===== src/verilog/pms_pkg.sv =====
// Package of constants, carrier structs and helpers for the management status register bank.
package pms_pkg;

  // Register addresses on the management register port.
  localparam logic [4:0] PMS_REG_STATUS = 5'h01;
  localparam logic [4:0] PMS_REG_DETAIL = 5'h11;

  // Bit positions in the basic link status register.
  localparam int PMS_B_T4     = 15;
  localparam int PMS_B_TX_FD  = 14;
  localparam int PMS_B_TX_HD  = 13;
  localparam int PMS_B_T_FD   = 12;
  localparam int PMS_B_T_HD   = 11;
  localparam int PMS_B_RSV_HI = 10;
  localparam int PMS_B_RSV_LO = 7;
  localparam int PMS_B_PRE    = 6;
  localparam int PMS_B_ANC    = 5;
  localparam int PMS_B_RF     = 4;
  localparam int PMS_B_ANA    = 3;
  localparam int PMS_B_LINK   = 2;
  localparam int PMS_B_JAB    = 1;
  localparam int PMS_B_EXT    = 0;

  // Bit positions of the mirrored flags in the detailed status register.
  localparam int PMS_D_LINK = 0;
  localparam int PMS_D_RF   = 1;
  localparam int PMS_D_JAB  = 2;

  // Fixed values of the constant bits.
  localparam logic PMS_T4_VAL  = 1'h0;
  localparam logic PMS_ANA_VAL = 1'h1;
  localparam logic PMS_EXT_VAL = 1'h1;
  localparam logic PMS_RSV_VAL = 1'h0;

  // Override-writable capability bits.
  typedef struct packed {
    logic tx_fd;
    logic tx_hd;
    logic t_fd;
    logic t_hd;
    logic pre_ok;
  } pms_caps_t;

  localparam pms_caps_t PMS_CAPS_RST = '{tx_fd: 1'h1, tx_hd: 1'h1, t_fd: 1'h1, t_hd: 1'h1, pre_ok: 1'h0};

  // One register access from the serial management frame engine.
  typedef struct packed {
    logic        rd;
    logic        wr;
    logic [4:0]  addr;
    logic [15:0] wdata;
  } pms_req_t;

  // Live conditions from the link monitor, negotiation engine, jabber timer and other registers.
  typedef struct packed {
    logic override_en;
    logic an_enable;
    logic an_done;
    logic lcw_valid;
    logic lcw_rf;
    logic link_valid;
    logic jabber_det;
    logic jabber_inhibit;
  } pms_evt_t;

  typedef struct packed {
    pms_caps_t   caps;
    logic [15:0] rd_data;
    logic        rd_valid;
    logic        partner_rf;
  } pms_main_st_t;

  typedef struct packed {
    logic flag;
  } pms_flag_st_t;

  // True when the request reads the given register.
  function automatic logic pms_reads(input pms_req_t req, input logic [4:0] addr);
    pms_reads = req.rd && (req.addr == addr);
  endfunction

  // True when the request writes the given register.
  function automatic logic pms_writes(input pms_req_t req, input logic [4:0] addr);
    pms_writes = req.wr && (req.addr == addr);
  endfunction

endpackage


===== src/verilog/pms_latch_flag.sv =====
// Latching status flag that loads its follow value on read, with a forced clear.
`timescale 1ns/10ps

module pms_latch_flag
  import pms_pkg::*;
#(
  parameter logic SET_VAL = 1'h1,
  parameter logic RST_VAL = 1'h0
) (
  input  wire logic clk_sys,
  input  wire logic arst_n,
  input  wire logic event_live,
  input  wire logic follow,
  input  wire logic rd_clr,
  input  wire logic force_clr,
  output logic      flag_ff
);

  pms_flag_st_t st_ff;
  pms_flag_st_t nxt_st;

  // The event is checked before the read so that an event in the read cycle is kept.
  always_comb begin
    nxt_st = st_ff;
    if (force_clr) begin
      nxt_st.flag = 1'h0;
    end else if (event_live) begin
      nxt_st.flag = SET_VAL;
    end else if (rd_clr) begin
      nxt_st.flag = follow;
    end
  end

  always_ff @(posedge clk_sys or negedge arst_n) begin
    if (!arst_n) begin
      st_ff <= '{flag: RST_VAL};
    end else begin
      st_ff <= nxt_st;
    end
  end

  assign flag_ff = st_ff.flag;

  flag_set_wins_a: assert property (@(posedge clk_sys) disable iff (!arst_n)
    (!force_clr && event_live) |=> (flag_ff == SET_VAL))
    else $error("latched flag missed its event");

  flag_hold_a: assert property (@(posedge clk_sys) disable iff (!arst_n)
    (!force_clr && !event_live && !rd_clr) |=> $stable(flag_ff))
    else $error("latched flag changed without cause");

endmodule


===== src/verilog/pms_status_reg.sv =====
// Basic link status register with latched flags and detailed-status mirrors of the link, remote fault and jabber flags.
`timescale 1ns/10ps

// Behaviour
// - Bit 12 ten-meg full duplex, resets one.
// - Bit 11 ten-meg half duplex, resets one.
// - Reserved bits 10..7 always read zero.
// - Override-writable bits change only when override set.
// - Bit 6 preamble-less frames accepted, resets zero.
// - Writing bit 6 enables preamble-less frame acceptance.
// - Negotiation disabled holds complete flag zero.
// - Complete flag sets only when negotiation finishes.
// - Complete flag latches; second read shows present.
// - Link code word remote fault sets bit 4.
// - Remote fault one bit, two views, read reloads the code word copy.
// - Non-latching remote fault copy per code word.
// - Bit 3 negotiation ability reads one.
// - Bit 2 link status latches low, mirrored.
// - Jabber inhibit zero forces jabber flag zero.
// - Jabber condition sets bit 1, else unchanged.
// - Jabber flag latches, two views, read clears.
// - Bit 15 four-pair mode always zero.
// - Bit 0 extended capability always one.
module pms_status_reg
  import pms_pkg::*;
(
  input  wire logic        clk_sys,
  input  wire logic        arst_n,
  input  wire pms_req_t    req,
  input  wire pms_evt_t    evt,
  output logic [15:0]      rd_data_ff,
  output logic             rd_valid_ff,
  output logic [2:0]       detail_flags_ff,
  output logic             partner_rf_ff,
  output logic             preamble_ok_ff,
  output logic             an_complete_ff
);

  pms_main_st_t st_ff;
  pms_main_st_t nxt_st;

  logic rd_status;
  logic rd_detail;
  logic rd_clr;
  logic wr_status;
  logic anc_flag_ff;
  logic rf_flag_ff;
  logic link_flag_ff;
  logic jab_flag_ff;
  logic [15:0] status_word;

  assign rd_status = pms_reads(req, PMS_REG_STATUS);
  assign rd_detail = pms_reads(req, PMS_REG_DETAIL);
  assign wr_status = pms_writes(req, PMS_REG_STATUS);
  // A read of either register reloads the shared latched flags with their follow values (jabber clears to zero).
  assign rd_clr    = rd_status || rd_detail;

  // Negotiation complete: forced low while negotiation is off.
  pms_latch_flag #(
    .SET_VAL (1'h1),
    .RST_VAL (1'h0)
  ) u_anc (
    .clk_sys    (clk_sys),
    .arst_n     (arst_n),
    .event_live (evt.an_enable && evt.an_done),
    .follow     (evt.an_enable && evt.an_done),
    .rd_clr     (rd_clr),
    .force_clr  (!evt.an_enable),
    .flag_ff    (anc_flag_ff)
  );

  // Remote fault: set by a received code word carrying the fault bit.
  pms_latch_flag #(
    .SET_VAL (1'h1),
    .RST_VAL (1'h0)
  ) u_rf (
    .clk_sys    (clk_sys),
    .arst_n     (arst_n),
    .event_live (evt.lcw_valid && evt.lcw_rf),
    .follow     (st_ff.partner_rf),
    .rd_clr     (rd_clr),
    .force_clr  (1'h0),
    .flag_ff    (rf_flag_ff)
  );

  // Link status: any drop is held low until read.
  pms_latch_flag #(
    .SET_VAL (1'h0),
    .RST_VAL (1'h0)
  ) u_link (
    .clk_sys    (clk_sys),
    .arst_n     (arst_n),
    .event_live (!evt.link_valid),
    .follow     (evt.link_valid),
    .rd_clr     (rd_clr),
    .force_clr  (1'h0),
    .flag_ff    (link_flag_ff)
  );

  // Jabber detect: detection is off while the inhibit control is zero.
  pms_latch_flag #(
    .SET_VAL (1'h1),
    .RST_VAL (1'h0)
  ) u_jab (
    .clk_sys    (clk_sys),
    .arst_n     (arst_n),
    .event_live (evt.jabber_det),
    .follow     (1'h0),
    .rd_clr     (rd_clr),
    .force_clr  (!evt.jabber_inhibit),
    .flag_ff    (jab_flag_ff)
  );

  // Assembles the register image from constants, capabilities and the latched flags.
  always_comb begin
    status_word                            = 16'h0000;
    status_word[PMS_B_T4]                  = PMS_T4_VAL;
    status_word[PMS_B_TX_FD]               = st_ff.caps.tx_fd;
    status_word[PMS_B_TX_HD]               = st_ff.caps.tx_hd;
    status_word[PMS_B_T_FD]                = st_ff.caps.t_fd;
    status_word[PMS_B_T_HD]                = st_ff.caps.t_hd;
    status_word[PMS_B_RSV_HI:PMS_B_RSV_LO] = {4{PMS_RSV_VAL}};
    status_word[PMS_B_PRE]                 = st_ff.caps.pre_ok;
    status_word[PMS_B_ANC]                 = anc_flag_ff;
    status_word[PMS_B_RF]                  = rf_flag_ff;
    status_word[PMS_B_ANA]                 = PMS_ANA_VAL;
    status_word[PMS_B_LINK]                = link_flag_ff;
    status_word[PMS_B_JAB]                 = jab_flag_ff;
    status_word[PMS_B_EXT]                 = PMS_EXT_VAL;
  end

  always_comb begin
    nxt_st          = st_ff;
    nxt_st.rd_valid = 1'h0;
    // The read image is taken from the flags before the clearing edge.
    if (rd_status) begin
      nxt_st.rd_data  = status_word;
      nxt_st.rd_valid = 1'h1;
    end else if (rd_detail) begin
      nxt_st.rd_data            = 16'h0000;
      nxt_st.rd_data[PMS_D_LINK] = link_flag_ff;
      nxt_st.rd_data[PMS_D_RF]   = rf_flag_ff;
      nxt_st.rd_data[PMS_D_JAB]  = jab_flag_ff;
      nxt_st.rd_valid            = 1'h1;
    end
    // Capability bits accept writes only under the override enable; reserved bits are dropped.
    if (wr_status && evt.override_en) begin
      nxt_st.caps.tx_fd  = req.wdata[PMS_B_TX_FD];
      nxt_st.caps.tx_hd  = req.wdata[PMS_B_TX_HD];
      nxt_st.caps.t_fd   = req.wdata[PMS_B_T_FD];
      nxt_st.caps.t_hd   = req.wdata[PMS_B_T_HD];
      nxt_st.caps.pre_ok = req.wdata[PMS_B_PRE];
    end
    if (evt.lcw_valid) begin
      nxt_st.partner_rf = evt.lcw_rf;
    end
  end

  always_ff @(posedge clk_sys or negedge arst_n) begin
    if (!arst_n) begin
      st_ff <= '{caps: PMS_CAPS_RST, rd_data: 16'h0000, rd_valid: 1'h0, partner_rf: 1'h0};
    end else begin
      st_ff <= nxt_st;
    end
  end

  assign rd_data_ff      = st_ff.rd_data;
  assign rd_valid_ff     = st_ff.rd_valid;
  assign detail_flags_ff = {jab_flag_ff, rf_flag_ff, link_flag_ff};
  assign partner_rf_ff   = st_ff.partner_rf;
  assign preamble_ok_ff  = st_ff.caps.pre_ok;
  assign an_complete_ff  = anc_flag_ff;

  override_block_a: assert property (@(posedge clk_sys) disable iff (!arst_n)
    (wr_status && !evt.override_en) |=> $stable(st_ff.caps))
    else $error("capability bits changed without override");

  full_duplex_wr_a: assert property (@(posedge clk_sys) disable iff (!arst_n)
    (wr_status && evt.override_en) |=> (st_ff.caps.t_fd == $past(req.wdata[PMS_B_T_FD])))
    else $error("bit 12 did not take the override write");

  half_duplex_wr_a: assert property (@(posedge clk_sys) disable iff (!arst_n)
    (wr_status && evt.override_en) |=> (st_ff.caps.t_hd == $past(req.wdata[PMS_B_T_HD])))
    else $error("bit 11 did not take the override write");

  preamble_wr_a: assert property (@(posedge clk_sys) disable iff (!arst_n)
    (wr_status && evt.override_en) |=> (preamble_ok_ff == $past(req.wdata[PMS_B_PRE])))
    else $error("preamble acceptance did not follow the write");

  reserved_zero_a: assert property (@(posedge clk_sys) disable iff (!arst_n)
    ($past(rd_status) && rd_valid_ff) |-> (rd_data_ff[PMS_B_RSV_HI:PMS_B_RSV_LO] == 4'h0))
    else $error("reserved bits read nonzero");

  fixed_bits_a: assert property (@(posedge clk_sys) disable iff (!arst_n)
    ($past(rd_status) && rd_valid_ff) |-> (rd_data_ff[PMS_B_T4] == 1'h0))
    else $error("four-pair bit read nonzero");

  an_ability_a: assert property (@(posedge clk_sys) disable iff (!arst_n)
    ($past(rd_status) && rd_valid_ff) |-> (rd_data_ff[PMS_B_ANA] == 1'h1))
    else $error("negotiation ability bit read zero");

  ext_cap_a: assert property (@(posedge clk_sys) disable iff (!arst_n)
    ($past(rd_status) && rd_valid_ff) |-> (rd_data_ff[PMS_B_EXT] == 1'h1))
    else $error("extended capability bit read zero");

  pre_read_a: assert property (@(posedge clk_sys) disable iff (!arst_n)
    rd_status |=> (rd_data_ff[PMS_B_PRE] == $past(st_ff.caps.pre_ok)))
    else $error("bit 6 read differs from stored value");

  an_off_a: assert property (@(posedge clk_sys) disable iff (!arst_n)
    !evt.an_enable |=> (anc_flag_ff == 1'h0))
    else $error("complete flag set while negotiation off");

  an_rise_a: assert property (@(posedge clk_sys) disable iff (!arst_n)
    $rose(anc_flag_ff) |-> $past(evt.an_enable && evt.an_done))
    else $error("complete flag rose without completion");

  an_latch_a: assert property (@(posedge clk_sys) disable iff (!arst_n)
    (anc_flag_ff && evt.an_enable && !rd_clr) |=> anc_flag_ff)
    else $error("complete flag dropped without a read");

  rf_set_a: assert property (@(posedge clk_sys) disable iff (!arst_n)
    (evt.lcw_valid && evt.lcw_rf) |=> (rf_flag_ff && detail_flags_ff[PMS_D_RF]))
    else $error("remote fault flag missed a code word");

  rf_copy_a: assert property (@(posedge clk_sys) disable iff (!arst_n)
    evt.lcw_valid |=> (partner_rf_ff == $past(evt.lcw_rf)))
    else $error("remote fault copy not refreshed");

  rf_clear_a: assert property (@(posedge clk_sys) disable iff (!arst_n)
    (rd_detail && !evt.lcw_valid && !st_ff.partner_rf) |=> !rf_flag_ff)
    else $error("detailed read did not clear remote fault");

  link_drop_a: assert property (@(posedge clk_sys) disable iff (!arst_n)
    !evt.link_valid ##1 !rd_clr |=> (link_flag_ff == 1'h0))
    else $error("link drop not held low");

  jab_off_a: assert property (@(posedge clk_sys) disable iff (!arst_n)
    !evt.jabber_inhibit |=> (jab_flag_ff == 1'h0))
    else $error("jabber flag set while detection off");

  jab_set_a: assert property (@(posedge clk_sys) disable iff (!arst_n)
    (evt.jabber_inhibit && evt.jabber_det) |=> jab_flag_ff)
    else $error("jabber flag missed a jabber condition");

  jab_clear_a: assert property (@(posedge clk_sys) disable iff (!arst_n)
    (rd_status && !evt.jabber_det) |=> !jab_flag_ff)
    else $error("status read did not clear jabber flag");

  read_latched_a: assert property (@(posedge clk_sys) disable iff (!arst_n)
    (rd_status && jab_flag_ff && evt.jabber_inhibit) |=> (rd_data_ff[PMS_B_JAB] && rd_valid_ff))
    else $error("read did not report the latched jabber value");

  read_valid_a: assert property (@(posedge clk_sys) disable iff (!arst_n)
    (rd_status || rd_detail) |=> rd_valid_ff)
    else $error("read gave no valid pulse");

  idle_valid_a: assert property (@(posedge clk_sys) disable iff (!arst_n)
    !(rd_status || rd_detail) |=> !rd_valid_ff)
    else $error("valid pulse without a read");

  read_hold_a: assert property (@(posedge clk_sys) disable iff (!arst_n)
    !(rd_status || rd_detail) |=> $stable(rd_data_ff))
    else $error("read data changed without a read");

  caps_hold_a: assert property (@(posedge clk_sys) disable iff (!arst_n)
    !wr_status |=> $stable(st_ff.caps))
    else $error("capability bits changed without a write");

  full_duplex_rd_a: assert property (@(posedge clk_sys) disable iff (!arst_n)
    rd_status |=> (rd_data_ff[PMS_B_T_FD] == $past(st_ff.caps.t_fd)))
    else $error("bit 12 read differs from stored value");

  half_duplex_rd_a: assert property (@(posedge clk_sys) disable iff (!arst_n)
    rd_status |=> (rd_data_ff[PMS_B_T_HD] == $past(st_ff.caps.t_hd)))
    else $error("bit 11 read differs from stored value");

  full_duplex_rst_a: assert property (@(posedge clk_sys) disable iff (!arst_n)
    $rose(arst_n) |-> (st_ff.caps.t_fd == PMS_CAPS_RST.t_fd))
    else $error("bit 12 left reset at the wrong value");

  half_duplex_rst_a: assert property (@(posedge clk_sys) disable iff (!arst_n)
    $rose(arst_n) |-> (st_ff.caps.t_hd == PMS_CAPS_RST.t_hd))
    else $error("bit 11 left reset at the wrong value");

  preamble_rst_a: assert property (@(posedge clk_sys) disable iff (!arst_n)
    $rose(arst_n) |-> (preamble_ok_ff == PMS_CAPS_RST.pre_ok))
    else $error("bit 6 left reset at the wrong value");

  detail_upper_a: assert property (@(posedge clk_sys) disable iff (!arst_n)
    rd_detail |=> ((rd_data_ff >> (PMS_D_JAB + 1)) == 16'h0000))
    else $error("detailed read showed bits beyond the mirrors");

  rf_status_rd_a: assert property (@(posedge clk_sys) disable iff (!arst_n)
    rd_status |=> (rd_data_ff[PMS_B_RF] == $past(rf_flag_ff)))
    else $error("bit 4 read differs from the flag");

  rf_detail_rd_a: assert property (@(posedge clk_sys) disable iff (!arst_n)
    rd_detail |=> (rd_data_ff[PMS_D_RF] == $past(rf_flag_ff)))
    else $error("detailed remote fault differs from the flag");

  link_status_rd_a: assert property (@(posedge clk_sys) disable iff (!arst_n)
    rd_status |=> (rd_data_ff[PMS_B_LINK] == $past(link_flag_ff)))
    else $error("bit 2 read differs from the flag");

  link_detail_rd_a: assert property (@(posedge clk_sys) disable iff (!arst_n)
    rd_detail |=> (rd_data_ff[PMS_D_LINK] == $past(link_flag_ff)))
    else $error("detailed link status differs from the flag");

  jab_detail_rd_a: assert property (@(posedge clk_sys) disable iff (!arst_n)
    rd_detail |=> (rd_data_ff[PMS_D_JAB] == $past(jab_flag_ff)))
    else $error("detailed jabber differs from the flag");

  anc_read_a: assert property (@(posedge clk_sys) disable iff (!arst_n)
    rd_status |=> (rd_data_ff[PMS_B_ANC] == $past(anc_flag_ff)))
    else $error("bit 5 read differs from the flag");

  anc_present_a: assert property (@(posedge clk_sys) disable iff (!arst_n)
    (rd_clr && evt.an_enable && !evt.an_done) |=> !anc_flag_ff)
    else $error("complete flag kept after read without completion");

  link_follow_a: assert property (@(posedge clk_sys) disable iff (!arst_n)
    (rd_clr && evt.link_valid) |=> link_flag_ff)
    else $error("link flag did not follow a valid link after read");

  rf_follow_a: assert property (@(posedge clk_sys) disable iff (!arst_n)
    (rd_clr && !(evt.lcw_valid && evt.lcw_rf)) |=> (rf_flag_ff == $past(st_ff.partner_rf)))
    else $error("remote fault flag did not follow its copy after read");

  jab_keep_a: assert property (@(posedge clk_sys) disable iff (!arst_n)
    (jab_flag_ff && evt.jabber_inhibit && !rd_clr) |=> jab_flag_ff)
    else $error("jabber flag dropped without a read");

  link_low_hold_a: assert property (@(posedge clk_sys) disable iff (!arst_n)
    (!link_flag_ff && !rd_clr) |=> !link_flag_ff)
    else $error("link flag rose without a read");

  rf_copy_hold_a: assert property (@(posedge clk_sys) disable iff (!arst_n)
    !evt.lcw_valid |=> $stable(partner_rf_ff))
    else $error("remote fault copy changed without a code word");

  rf_rise_a: assert property (@(posedge clk_sys) disable iff (!arst_n)
    $rose(rf_flag_ff) |-> $past(evt.lcw_valid && evt.lcw_rf))
    else $error("remote fault flag rose without a faulted code word");

  jab_rise_a: assert property (@(posedge clk_sys) disable iff (!arst_n)
    $rose(jab_flag_ff) |-> $past(evt.jabber_inhibit && evt.jabber_det))
    else $error("jabber flag rose without a jabber condition");

endmodule


===== config.mk =====
export PLATFORM = sky130hd
export DESIGN_NAME = pms_status_reg
export DESIGN_NICKNAME = d
export VERILOG_FILES = /design/src/verilog/pms_pkg.sv /design/src/verilog/pms_latch_flag.sv /design/src/verilog/pms_status_reg.sv
export SDC_FILE = /design/constraint.sdc
export NUM_CORES = 1
export LEC_CHECK = 0
export ABC_AREA = 1
export BUFFER_PORTS_ARGS = -buffer_cell sky130_fd_sc_hd__buf_2
export CAP_MARGIN = 0
export CORE_UTILIZATION = 25
export DETAILED_ROUTE_END_ITERATION = 10
export GPL_TIMING_DRIVEN = 1
export SYNTH_ARGS = -nofsm -noshare
export SYNTH_HDL_FRONTEND = slang
export SYNTH_SLANG_ARGS = --single-unit

===== constraint.sdc =====
create_clock -name clk_sys -period 0.8 [get_ports clk_sys]
set_input_delay 0.04 -clock clk_sys [delete_from_list [all_inputs] [get_ports clk_sys]]
set_output_delay 0.04 -clock clk_sys [all_outputs]
set_load 0.005 [all_outputs]

# After elaboration in Yosys (flattened, before gate mapping)
# Index checks and enable logic that the tools add are counted.
# W data, S select, Z words.
[totals]
out_inout_bits = 23
wordCells = 37
register_bits = 27
[op_classes]
n_reduce_logical = 9
n_eq_ne = 5
muxes = 11
[op_table]
columns = ["op", "n"]
rows = [
  ["$mux W17", 2],
  ["$mux W1", 9],
  ["$logic_and A1 B1 Y1", 6],
  ["$ne A3 B1 Y1 const B", 2],
  ["$eq A5 B1 Y1 const B", 1],
  ["$eq A5 B5 Y1 const B", 1],
  ["$reduce_bool A2 Y1", 2],
  ["$ne A2 B1 Y1 const B", 1],
  ["$logic_or A1 B1 Y1", 1],
]

# Longest topological paths before layout
[depth]
word_depth = 6
ltp_mapped = 7

# Hierarchy
# Synthesis repeated with hierarchy kept, for this count alone.
[unflattened]
hier_cells = 154
hier_area_um2 = 1203.7
[modules_own_cells]
columns = ["mod", "instances", "seq_area_each_um2", "cells_per_inst", "area_per_inst_um2"]
rows = [
  ["pms_status_reg", 1, 455.4, 113, 957.2],
  ["pms_latch_flag at u_anc ...", 3, 25.0, 11, 65.1],
  ["pms_latch_flag at u_link", 1, 25.0, 8, 51.3],
]

# Worst setup path after synthesis
# No wires, ideal clock.
[synth_path]
path_type = "input-to-reg"
from = "input port req[17] (netlist bit)"
to = "register st_ff, in the netlist rd_data_ff[1]"
t_required_ns = 0.675
path_stages = 7
arrival_time_ns = 0.676
path_buffers = 1
setup_slack_ns = -0.001
cell_sequence = "inv_1 nand2_2 nor2_8 nand2_4 buf_6 nand2_1 nand3_1"
[synth_via]
elab_chain_len = 3
[synth_rtl]
columns = ["item", "line_no", "source"]
rows = [
  ["from (decl)", "pms_status_reg.sv:29", "input wire pms_req_t req,"],
  ["$eq A5 B1 Y1 / $eq A5 B5 Y1 (equally long branches)", "pms_pkg.sv:79", "pms_reads = req.rd && (req.addr == addr);"],
  ["$logic_and A1 B1 Y1", "pms_pkg.sv:79", ""],
  ["$mux W17 / $reduce_bool A2 Y1 (equally long branches)", "n/a", ""],
  ["to (signal assigned)", "pms_status_reg.sv:161", "st_ff <= '{caps: PMS_CAPS_RST, rd_data: 16'h0000, rd_valid: 1'h0, partner_rf: 1'h0};"],
  ["to (signal assigned)", "pms_status_reg.sv:163", "st_ff <= nxt_st;"],
  ["to (decl)", "pms_status_reg.sv:39", "pms_main_st_t st_ff;"],
]
# Parallel ways exist; a longest one is shown, timed or not.
# A chain may end at the register's enable or synchronous reset.

# Final worst setup path
[layout_path]
from = "register u_link.st_ff (netlist: u_link.flag_ff)"
to = "output port detail_flags_ff[0]"
[layout_rtl]
columns = ["item", "line_no", "source"]
rows = [
  ["from (decl)", "pms_latch_flag.sv:19", "pms_flag_st_t st_ff;"],
  ["from (signal assigned)", "pms_latch_flag.sv:36", "st_ff <= '{flag: RST_VAL};"],
  ["from (signal assigned)", "pms_latch_flag.sv:38", "st_ff <= nxt_st;"],
  ["to (decl)", "pms_status_reg.sv:33", "output logic [2:0] detail_flags_ff,"],
]
# No word-level cell between the ends.

==> flow_summary.json <==
{
  "status": "finished with violations",
  "failed_checks": "hold timing, setup timing",
  "post-route-period-util_pct": 108,
  "yosysTopAreaCellShare_pct": 41.3,
  "synth_top_family_by_area": "simple AND/OR/NAND/NOR gates",
  "grt_max_degree": 23,
  "holdWs_ns": -0.000690,
  "synth-simple-area-share_pct": 20.6,
  "yosys.area.top_type": "dfrtp_1",
  "rows": 23,
  "ys_ff_latch": 22,
  "seq_area_frac_synth_pct": 51.0,
  "cts_sinks": 22,
  "ys.flop_type": "dfrtp_1",
  "worstHoldStart": "req[11]",
  "dp_hpwl_mm": 1.54,
  "dpl_cell_area_sq_um": 1210,
  "yosys-top-cells-count": "20 x nand2_1, 19 x buf_4, 18 x dfrtp_1, 16 x inv_1, 7 x nor2_1",
  "rrSetupSlack_ns": 0.02,
  "antenna_cells": 0,
  "cp_top_family": "flip-flops",
  "avgRoutedWirePerCell_um": 10.2,
  "grt-ovfl-total": 0,
  "synthToLayoutAreaGrowth_pct": 31.6,
  "first_global_vias": 778,
  "fp.dieH_um": 68.0,
  "synth_fa_ha_area_share_pct": 0,
  "cpPeakStageDelay_ns": 0.42,
  "die_w_um": 68.0,
  "wl_mm": 2.16,
  "ant_nets": 0,
  "fp.coreArea_sq_um": 4090,
  "path_class": "flip-flop to output pin",
  "clk_path_buf_depth": 2,
  "rsz0062_at_grt": "true",
  "die-area_sq_um": 4630,
  "power.total_mw": 3.01,
  "syn_inst": 118,
  "grt_antenna_before_repair": 0,
  "crit_buf_inv": 1,
  "yosysWarnings": 0,
  "cts_tree": "done",
  "fin_skew_ns": 0.00671,
  "crit_path_top_delay_cell": "dfrtp_1",
  "r2r_start": "u_rf.flag_ff",
  "first_pass_iters": 6,
  "synth_area_leaders": "dfrtp_1 41%, buf_4 13%, dfstp_2 9.6%",
  "worstPathCellList": "buf_2",
  "clock.fmax_ghz": 1.15,
  "critPathRequiredTime_ns": 0.76,
  "numPortBuffers": 39,
  "maxSlewViolCount": 0,
  "p_per_area_nw_per_um2": 2100,
  "fin_ws_ns": -0.0675,
  "via_count": 828,
  "design_area_sq_um": 1430,
  "synth_edf_count": 0,
  "synth_mux_area_share_pct": 0,
  "insertion_delay_ns": 0.26,
  "whs_path_depth": 3,
  "syn-cell-area_sq_um": 1090,
  "r2r_cells": 3,
  "clk_pin_slew_ns": 0.08,
  "drc_errors": 0,
  "syn_area_per_cell_sq_um": 9.24,
  "synthXorXnorAreaFrac_pct": 0,
  "worstPathMaxFanout": 4,
  "yosys.cell_count.top_type": "nand2_1",
  "htreeDepth": 1,
  "r2r-end": "rd_data_ff[1]",
  "synth_compound_area_share_pct": 8.04,
  "grt_usage_pct": 9.54,
  "hold_viol_final": 1,
  "top_level_ports": 56,
  "period_minus_slack_ns": 0.868,
  "ys_async_sr_fraction_pct": 100,
  "via_per_inst": 3.91,
  "nets": 196,
  "ir_worst_vdd_v": 0.000615,
  "hold_path_end": "st_ff[19]",
  "grt_pass1_wl_mm": 3.24,
  "maxCapViolCount": 0,
  "cts-root-buf": "clkbuf_8",
  "cp.arrival_ns": 0.83,
  "cp-start-kind": "flip-flop",
  "cts_buffers": 3,
  "cp-end-kind": "output pin",
  "p_leak_nw": 0.835,
  "start_util_pct": 26.7,
  "place.gp.congestion": 0.707,
  "dr.first_iter.drc_count": 35,
  "finalSetupViolCount": 15,
  "synth.distinct_cells": 21,
  "hold_class": "primary input to flip-flop",
  "drive_above_1_share_pct": 42.6
}
## worst max-delay path by stage
stage / start / slack [ns] / to / cells past startpoint
2_1_floorplan: req[18] / 0.02 / rd_data_ff[1] / 7
3_3_place_gp: req[18] / -0.12 / preamble_ok_ff / 7
3_5_place_dp: req[18] / -0.13 / preamble_ok_ff / 7
4_1_cts: u_link.flag_ff / -0.08 / detail_flags_ff[0] / 1
5_1_grt: u_link.flag_ff / -0.1 / detail_flags_ff[0] / 1
6_report: u_link.flag_ff / -0.07 / detail_flags_ff[0] / 1
## where the power goes
part | total (mW) | internal, mW | switching (mW)
Sequential | 1.37 | 1.29 | 0.0807
Combinational | 0.610 | 0.341 | 0.269
Clock | 1.03 | 0.668 | 0.361
Total | 3.01 | 2.30 | 0.710
## state kept, by name, summed over array words and instances, names as in the netlist
register,flops
rd_valid_ff,1
preamble_ok_ff,1
u_jab.flag_ff,1
st_ff,4
rd_data_ff,11
u_anc.flag_ff,1
partner_rf_ff,1
u_link.flag_ff,1
u_rf.flag_ff,1
## placed cells by master (no fill, tap or decap)
master,count
o21bai_1,1
a21oi_1,5
dfstp_2,4
nand3_4,1
nand2_4,2
a21boi_1,1
nand2_2,2
buf_6,2
o21ai_2,1
nand4_1,4
inv_1,14
nand2_1,20
o21ai_0,3
o21ai_1,4
bufinv_16,1
dfrtp_1,18
o211ai_1,1
inv_2,2
clkbuf_8,3
nor2_1,7
dlygate4sd3_1,5
buf_4,11
nand3_1,5
buf_2,39
nor2_8,1
conb_1,5
## worst register-to-register path, delay by kind of cell, from the launching register on
kind                   cells  cell delay (ns)
buffers and inverters      1             0.13
flip-flops                 1             0.40
AND/OR/NAND/NOR            2             0.14
## metrics by stage
stage / hold slack (ns) / cells / setup TNS (ns) / setup WS, ns / utilization (%)
finish: -0.000690 / 212 / -0.286 / -0.0675 / 35.1
global route: 0.0117 / 212 / -0.883 / -0.0970 / 35.1
CTS: 0.000227 / 210 / -0.425 / -0.0810 / 34.4
detailed placement: 0.0365 / 191 / -1.31 / -0.133 / 29.6
global placement: 0.0320 / 191 / -0.799 / -0.118 / 29.6
floorplan: -0.256 / 122 / 0 / 0.0221 / -
## cell families after synthesis
logic type | count (synthesis)
AND/OR/NAND/NOR | 42
buffers and inverters | 37
flip-flops | 22
AO/OA/AOI/OAI | 16
other | 1
## timing repair
action | in CTS | in global routing
endpoints found under the hold margin | 21 | 0
hold buffers | 5 | 0
gates resized for setup | 0 | 6
setup endpoints to repair | 17 | 25
pin swaps | 0 | 10
setup buffers | 10 | 2
## layout make-up
class / instances / area (sq um)
Tap cell: 50 / 62.6
Clock inverter: 1 / 30.0
Clock buffer: 3 / 41.3
Timing Repair Buffer: 57 / 350
Inverter: 16 / 60.1
Fill cell: 453 / 2650
Sequential cell: 22 / 556
Multi-Input combinational cell: 63 / 334
## per-layer routing
layer / vias up / GRT usage (%) / part of all wire [%]
li1: 433 / - / -
met1: 380 / 10.8 / 44
met2: 15 / 16.8 / 52
met3: 0 / 2.00 / 4.0
met4: 0 / 4.69 / 0
met5: - / 0 / 0
Note: power is estimated with default switching activity, not from simulation.
